File: config.mk
export PLATFORM = sky130hd
export DESIGN_NAME = aocr_top
export DESIGN_NICKNAME = d
export VERILOG_FILES = /design/src/aocr_pkg.sv /design/src/aocr_top.sv
export SDC_FILE = /design/constraint.sdc
export NUM_CORES = 1
export LEC_CHECK = 0
export BUFFER_PORTS_ARGS = -buffer_cell sky130_fd_sc_hd__buf_2
export CAP_MARGIN = 20
export CELL_PAD_IN_SITES_DETAIL_PLACEMENT = 0
export CELL_PAD_IN_SITES_GLOBAL_PLACEMENT = 1
export CORE_ASPECT_RATIO = 0.8
export CORE_UTILIZATION = 44
export DETAILED_ROUTE_END_ITERATION = 12
export PLACE_DENSITY = 0.76
export SKIP_LAST_GASP = 1
export SYNTH_ARGS = -nofsm -noshare
export SYNTH_HDL_FRONTEND = slang
export SYNTH_SLANG_ARGS = --single-unit
export TNS_END_PERCENT = 30
File: constraint.sdc
create_clock -name clk_i -period 1.6 [get_ports clk_i]
set_input_delay 0.32 -clock clk_i [delete_from_list [all_inputs] [get_ports clk_i]]
set_output_delay 0.32 -clock clk_i [all_outputs]
set_load 0.05 [all_outputs]
File: src/aocr_pkg.sv
// Package for the output configuration register bank
package aocr_pkg;
  // ----------------------------------------------------------------
  // Register offsets
  // ----------------------------------------------------------------
  localparam logic [7:0] ADDR_TERM = 8'h12;
  localparam logic [7:0] ADDR_NOISE = 8'h14;
  localparam logic [7:0] ADDR_PAT_CTRL = 8'h25;
  localparam logic [7:0] ADDR_PAT_A = 8'h26;
  localparam logic [7:0] ADDR_PAT_B = 8'h27;
  localparam logic [7:0] ADDR_WORD = 8'h28;
  // ----------------------------------------------------------------
  // Writable bit masks, fixed zero bits excluded
  // ----------------------------------------------------------------
  localparam logic [15:0] MASK_TERM = 16'h4777;
  localparam logic [15:0] MASK_NOISE = 16'h000f;
  localparam logic [15:0] MASK_PAT_CTRL = 16'h007f;
  localparam logic [15:0] MASK_PAT_LOW = 16'hfffc;
  localparam logic [15:0] MASK_WORD = 16'h800f;
  localparam logic [15:0] RESET_VAL = 16'h0000;
  // ----------------------------------------------------------------
  // Field positions
  // ----------------------------------------------------------------
  localparam int TERM_EN_BIT = 14;
  localparam int RAMP_BIT = 6;
  localparam int DUAL_BIT = 5;
  localparam int SINGLE_BIT = 4;
  localparam int WORD_EN_BIT = 15;
  localparam int TERM_CODE_W = 3;
  localparam int TERM_DATA_LSB = 8;
  localparam int TERM_FRAME_LSB = 4;
  localparam int TERM_BIT_LSB = 0;
  localparam int PAT_A_HI_LSB = 0;
  localparam int PAT_B_HI_LSB = 2;
  localparam int PAT_LOW_LSB = 2;
  localparam int PAT_LOW_W = 14;
  localparam logic [2:0] TERM_NONE = 3'h0;
  localparam logic [15:0] RAMP_STEP = 16'h0001;
  localparam int NCH = 4;

  typedef enum logic [1:0] {
    PAT_ADC = 2'b00,
    PAT_RAMP = 2'b01,
    PAT_DUAL = 2'b10,
    PAT_SINGLE = 2'b11
  } aocr_pat_e;

  typedef struct packed {
    logic [15:0] term;
    logic [15:0] noise;
    logic [15:0] pat_ctrl;
    logic [15:0] pat_a;
    logic [15:0] pat_b;
    logic [15:0] word;
    logic [15:0] rdata;
    logic [15:0] ramp;
    logic [15:0] sample;
    logic sel_b;
    aocr_pat_e mode;
  } aocr_state_s;

  typedef struct packed {
    logic enable;
    logic [2:0] data_code;
    logic [2:0] frame_code;
    logic [2:0] bit_code;
  } aocr_term_s;
endpackage

File: src/aocr_top.sv
// Output configuration register bank and test pattern generator
`timescale 1ns/1ps
`default_nettype none
// Functional notes
// - Master bit gates all internal termination
// - Data buffer termination code, 000 none
// - Frame clock termination code, same mapping
// - Bit clock termination code, same mapping
// - Per channel noise suppression enable bits
// - 16-bit mode: bits drive main channels
// - 14-bit mode: bits drive B converters
// - Ramp replaces data, steps each sample
// - Dual pattern alternates A and B
// - Single pattern outputs A every sample
// - Pattern top bits from control register
// - Pattern low bits from registers 26/27
// - Master enable for word ordering control
// - Word-wise only with two-wire mode
module aocr_top
  import aocr_pkg::*;
(
  input wire logic clk_i,
  input wire logic rst_n_i,
  input wire logic [7:0] addr_i,
  input wire logic [15:0] wdata_i,
  input wire logic wr_i,
  input wire logic rd_i,
  output logic [15:0] rdata_o,
  input wire logic sample_en_i,
  input wire logic [15:0] adc_data_i,
  input wire logic res14_mode_i,
  input wire logic two_wire_i,
  output logic [15:0] sample_o,
  output aocr_term_s term_o,
  output logic [NCH-1:0] chan_noise_suppress_enable_o,
  output logic [NCH-1:0] chan_noise_suppress_b_o,
  output logic [NCH-1:0] chan_whole_word_serial_o
);
  // ----------------------------------------------------------------
  // State
  // ----------------------------------------------------------------
  aocr_state_s s_q;
  aocr_state_s s_d;
  logic [15:0] pat_a_full;
  logic [15:0] pat_b_full;

  // Top two bits from control, low fourteen from the pattern register
  function automatic logic [15:0] build_pat(input logic [1:0] hi, input logic [15:0] lo);
    build_pat = {hi, lo[PAT_LOW_LSB +: PAT_LOW_W]};
  endfunction

  assign pat_a_full = build_pat(s_q.pat_ctrl[PAT_A_HI_LSB +: 2], s_q.pat_a);
  assign pat_b_full = build_pat(s_q.pat_ctrl[PAT_B_HI_LSB +: 2], s_q.pat_b);

  // ----------------------------------------------------------------
  // Next state
  // ----------------------------------------------------------------
  always_comb begin
    s_d = s_q;
    // Fixed bits are masked, so stray ones from the host never stick
    if (wr_i) begin
      if (addr_i == ADDR_TERM) begin
        s_d.term = wdata_i & MASK_TERM;
      end else if (addr_i == ADDR_NOISE) begin
        s_d.noise = wdata_i & MASK_NOISE;
      end else if (addr_i == ADDR_PAT_CTRL) begin
        s_d.pat_ctrl = wdata_i & MASK_PAT_CTRL;
      end else if (addr_i == ADDR_PAT_A) begin
        s_d.pat_a = wdata_i & MASK_PAT_LOW;
      end else if (addr_i == ADDR_PAT_B) begin
        s_d.pat_b = wdata_i & MASK_PAT_LOW;
      end else if (addr_i == ADDR_WORD) begin
        s_d.word = wdata_i & MASK_WORD;
      end
    end
    s_d.rdata = RESET_VAL;
    if (rd_i) begin
      if (addr_i == ADDR_TERM) begin
        s_d.rdata = s_q.term;
      end else if (addr_i == ADDR_NOISE) begin
        s_d.rdata = s_q.noise;
      end else if (addr_i == ADDR_PAT_CTRL) begin
        s_d.rdata = s_q.pat_ctrl;
      end else if (addr_i == ADDR_PAT_A) begin
        s_d.rdata = s_q.pat_a;
      end else if (addr_i == ADDR_PAT_B) begin
        s_d.rdata = s_q.pat_b;
      end else if (addr_i == ADDR_WORD) begin
        s_d.rdata = s_q.word;
      end
    end
    // Mode picked by fixed priority
    if (s_q.pat_ctrl[RAMP_BIT]) begin
      s_d.mode = PAT_RAMP;
    end else if (s_q.pat_ctrl[DUAL_BIT]) begin
      s_d.mode = PAT_DUAL;
    end else if (s_q.pat_ctrl[SINGLE_BIT]) begin
      s_d.mode = PAT_SINGLE;
    end else begin
      s_d.mode = PAT_ADC;
    end
    if (sample_en_i) begin
      case (s_q.mode)
        PAT_RAMP: begin
          s_d.sample = s_q.ramp;
          s_d.ramp = s_q.ramp + RAMP_STEP;
        end
        PAT_DUAL: begin
          s_d.sample = s_q.sel_b ? pat_b_full : pat_a_full;
          s_d.sel_b = ~s_q.sel_b;
        end
        PAT_SINGLE: begin
          s_d.sample = pat_a_full;
        end
        default: begin
          s_d.sample = adc_data_i;
        end
      endcase
      // Restart patterns cleanly when they are not in use
      if (s_q.mode != PAT_RAMP) begin
        s_d.ramp = RESET_VAL;
      end
      if (s_q.mode != PAT_DUAL) begin
        s_d.sel_b = 1'b0;
      end
    end
  end

  always_ff @(posedge clk_i or negedge rst_n_i) begin
    if (!rst_n_i) begin
      s_q <= '0;
    end else begin
      s_q <= s_d;
    end
  end

  // ----------------------------------------------------------------
  // Outputs
  // ----------------------------------------------------------------
  // Codes pass out while the enable bit is set, else 000; the pad cell maps code to resistance
  assign term_o.enable = s_q.term[TERM_EN_BIT];
  assign term_o.data_code = term_o.enable ?
    s_q.term[TERM_DATA_LSB +: TERM_CODE_W] : TERM_NONE;
  assign term_o.frame_code = term_o.enable ?
    s_q.term[TERM_FRAME_LSB +: TERM_CODE_W] : TERM_NONE;
  assign term_o.bit_code = term_o.enable ?
    s_q.term[TERM_BIT_LSB +: TERM_CODE_W] : TERM_NONE;
  assign chan_noise_suppress_enable_o = res14_mode_i ? '0 : s_q.noise[NCH-1:0];
  assign chan_noise_suppress_b_o = res14_mode_i ? s_q.noise[NCH-1:0] : '0;
  // Word-wise needs both the control enable and two-wire mode
  assign chan_whole_word_serial_o = (s_q.word[WORD_EN_BIT] && two_wire_i) ?
    s_q.word[NCH-1:0] : '0;
  assign rdata_o = s_q.rdata;
  assign sample_o = s_q.sample;
endmodule
`default_nettype wire

; ---- Word-level counts from Yosys, hierarchy flattened
; Cells that the tools add are included.
[op_classes]
eq_ne = 11
n_bitwise = 6
order_cmp = 0
n_reduce_logical = 11
n_addsub = 1
shifts = 0
muxes = 22
n_mul = 0
div = 0
[op_table]
columns = cell, count
row1 = $mux 16, 10
row2 = $pmux 16 s3, 1
row3 = $eq 8x6->1 const B, 4
row4 = $add 16x1->16 const B, 1
row5 = $eq 8x5->1 const B, 2
row6 = $mux 4, 3
row7 = $mux 3, 3
row8 = $reduce_and 7->1, 1
row9 = $mux 2, 3
row10 = $not 1->1, 6
row11 = $reduce_and 2->1, 3
row12 = $reduce_and 6->1, 1
row13 = $reduce_and 5->1, 1
row14 = $eq 2x2->1 const B, 2
row15 = $reduce_and 4->1, 1
row16 = $reduce_bool 2->1, 2
row17 = $reduce_and 3->1, 1
row18 = $eq 2x1->1 const B, 1
row19 = $mux 1, 2
row20 = $ne 2x1->1 const B, 1
row21 = $ne 2x2->1 const B, 1
row22 = $logic_and 1x1->1, 1
[totals]
memories = 0
latchBits = 0
ramBits = 0
word_cells = 62
register_bits = 105
romBits = 0

; ---- Depth between registers and ports, before layout
[depth]
word_depth = 8
ltp_mapped = 6

; ---- Least setup slack after synthesis
; OpenSTA, ideal clock, no wires.
[synth_path]
kind = input port to flip-flop
from = input addr_i[7]
to = register s_q, in the netlist pat_b_full[0]
t_required_ns = 1.475
path_buffers = 1
path_stages = 5
setup_time_ns = 0.125
slack_ns = -0.317
t_arrival_ns = 1.791
path_cell_list = or4b_4 > nor3_4 > nand3_2 > buf_6 > mux2_4
[synth_via]
elab_chain_len = 3
word_cells_on_any_way = 10
[synth_rtl]
columns = element, line_no
row1 = start: declaration, aocr_top.sv:24  ; input wire logic [7:0] addr_i,
row2 = $eq 8x6->1 (tied with other cells), aocr_top.sv:68  ; end else if (addr_i == ADDR_PAT_A) begin
row3 = $not 1->1 (no source line), n/a
row4 = $reduce_and 6->1 (no source line) (*), n/a
row5 = end signal: assignment, aocr_top.sv:131  ; s_q <= '0;
row6 = end signal: assignment, aocr_top.sv:133  ; s_q <= s_d;
row7 = end: declaration, aocr_top.sv:42  ; aocr_state_s s_q;
; Every way passes the cells marked *; elsewhere a longest branch is shown, timed or not.
; A chain may end at the register's enable or synchronous reset.

; ---- Final worst setup path
[layout_path]
from = input addr_i[7]
to = register s_q, in the netlist pat_b_full[2]
; Same word-level chain as after synthesis.

==> impl_metrics.tcl <==
set metrics [dict create \
    status "finished with violations" \
    violations "negative setup slack" \
    io_buffers 100 \
    fp.dieArea_um2 12760 \
    clock.fmax_mhz 621.8 \
    r2r_start "s_q[0]" \
    drive_above_1_share 0.4178 \
    synthCells 492 \
    cp_max_fo 14 \
    antenna_cells 0 \
    syn2layout_area_growth_pct 18.74 \
    path_cells "buf_6 -> or4b_4 -> nor3_4 -> nand3_2 -> buf_12 -> mux2_4" \
    drt-vias-per-instance 5.404 \
    grt_setup_unrepaired "true" \
    nets 627 \
    r2r_slack_ns 0.08 \
    synth_enable_flop_cells 0 \
    critPathSlowestCell "or4b_4" \
    gr-usage-met1 0.2715 \
    syn_nets 540 \
    wirelength_mm 12.23 \
    fin_crit_sh 1.005 \
    power_density_nw_per_um2 963.7 \
    synth.most_common_cell "dfrtp_1" \
    place_ws_ns -0.4501 \
    final_hold_viol_count 0 \
    grt_max_degree 106 \
    maxSlewViolCount 0 \
    drc_errors 0 \
    endpoint_kind "flip-flop" \
    h-tree-depth 3 \
    netlist_top_cells_area "dfrtp_1 (49%), mux2_2 (14%), buf_4 (4.6%)" \
    path_clk_slew_ns 0.07 \
    cts_tree "yes" \
    worst-endpoint-required_ns 1.83 \
    die_w_um 126.0 \
    synth_area_um2 5415 \
    path_delay_family "simple AND/OR/NAND/NOR gates" \
    wl_per_cell_um 16.71 \
    first_pass_iters 5 \
    reg2reg_depth 6 \
    design_power_total_uw 6197 \
    avgSynthCellArea_um2 11.01 \
    root_buffer "clkbuf_16" \
    netlist.area_leader.share 0.4852 \
    place_congestion 0.8388 \
    ys_warn_count 0 \
    clockBufferDepth 2 \
    vias 3956 \
    finalSetupViolCount 9 \
    busiest_layer "met2" \
    io_pins 101 \
    grtUsageTotal 0.2031 \
    grt_antenna_before_repair 0 \
    grt_pass1_vias 3978 \
    grt_pass1_wl_mm 20.02 \
    place_area_um2 6058 \
    utilization 0.5479 \
    dieHeight_um 101.2 \
    postLayoutCellArea_um2 6430 \
    period_needed_ns 1.608 \
    r2r-end "sample_o[13]" \
    row_count 35 \
    antenna_left 0 \
    tightest_slew_ns 0.5741 \
    met3_usage 0.04702 \
    start_util 0.4614 \
    dp_hpwl_mm 8.857 \
    synth-seq-cells 105 \
    cp.buffers_inverters 2 \
    synth_flop_cell "dfrtp_1" \
    ir_worst_vdd_uv 783.4 \
    leakage_uw 0.003139 \
    synth_common_cells "dfrtp_1 (105), mux2_2 (65), nand2_1 (48)" \
    synthArstFlopShare 1.000 \
    slowest_delay_ns 0.60 \
    drt_iter0_drc 196 \
    grt_overflow 0 \
    arrival_ns 1.84 \
    finalWorstSetupSlack_ns -0.008247 \
    clock_latency_ns 0.34 \
    synth_seq_area_share 0.4852 \
    yosysTopAreaCell "dfrtp_1" \
    slew_headroom 0.6173 \
    use_met2 0.3328 \
    synth.distinct_cells 52 \
    cts_made_buffers 9 \
    drv_cap 0 \
    clock_sinks 105 \
    core_um2 11740 \
    hold_path_class "primary input to asynchronous set/reset pin" \
    path_class "primary input to flip-flop" \
    worst_setup_path_start_kind "primary input" \
    finalClockSkew_ns 0.004256 \
    crit_start "addr_i[7]" \
]
-- per-stage QoR --
step | TNS (ns) | hold slack, ns | std cells
global placement | -24.00 | 0.4335 | 714
detailed placement | -25.61 | 0.4367 | 714
CTS | -0.01413 | 0.05870 | 730
global route | -0.5838 | 0.06822 | 732
finish | -0.03160 | 0.01462 | 732
floorplan | -13.13 | 0.02441 | 492
-- flip-flops by register name, indices dropped and copies added (netlist names) --
name        flops
term_o          1
pat_b_full     16
rdata_o        16
s_q            40
pat_a_full     16
sample_o       16
-- cells by family after synthesis --
logic type | after synthesis | share of synthesized area
muxes | 83 | 0.1777
and+or+nand+nor | 154 | 0.1578
AOI/OAI and AO/OA | 69 | 0.08503
buffers and inverters | 68 | 0.07255
xor gates and xnor gates | 12 | 0.01941
adders and majority gates | 1 | 0.002310
DFF | 105 | 0.4852
-- layer usage --
layer	vias up	wire [um]
li1	1871	-
met1	1977	5727
met2	98	5840
met3	10	531
met4	0	133
met5	-	0
-- power by group --
part	switching [uW]	internal (uW)	total (uW)	leakage, uW
Clock	977	1260	2240	0.000153
Combinational	675	373	1050	0.00157
Sequential	107	2800	2910	0.00142
-- cell usage in the layout (no fill, tap or decap), types with 3 or more instances in the layout --
cell type	count
a211oi_1	18
a21oi_1	8
a22oi_1	5
a31oi_1	16
and2_1	15
and3_1	7
and4_1	3
buf_12	5
buf_2	97
buf_4	31
buf_6	3
clkbuf_16	9
dfrtp_1	104
inv_1	8
mux2_2	64
mux2_4	11
mux2i_1	8
nand2_1	46
nand2_2	3
nand2b_1	7
nand3_1	7
nand4_1	4
nor2_1	19
nor2b_1	22
o21ai_0	7
o22ai_1	3
xnor2_1	3
xor2_1	9
-- area by class of cell --
type                            count  area (um2)
Clock buffer                       10       239.0
Clock inverter                      6       66.31
Fill cell                        1043        5306
Inverter                            8       30.03
Multi-Input combinational cell    319        2429
Sequential cell                   105        2629
Tap cell                          148       185.2
Timing Repair Buffer              136       852.1
-- worst max-delay path by stage --
stage	endpoint	depth (start not counted)
floorplan	pat_b_full[0]	5
global placement	rdata_o[14]	7
detailed placement	rdata_o[0]	5
CTS	pat_b_full[14]	6
global route	term_o[7]	2
finish	pat_b_full[2]	6
-- timing repair --
item                       CTS  global route
hold endpoints to repair     0             0
pin swaps                    1             2
hold buffers                 0             0
resized for setup            5            10
setup endpoints to repair   37            68
buffers inserted             0             2
No activity file was read; power rests on OpenSTA's default activity.
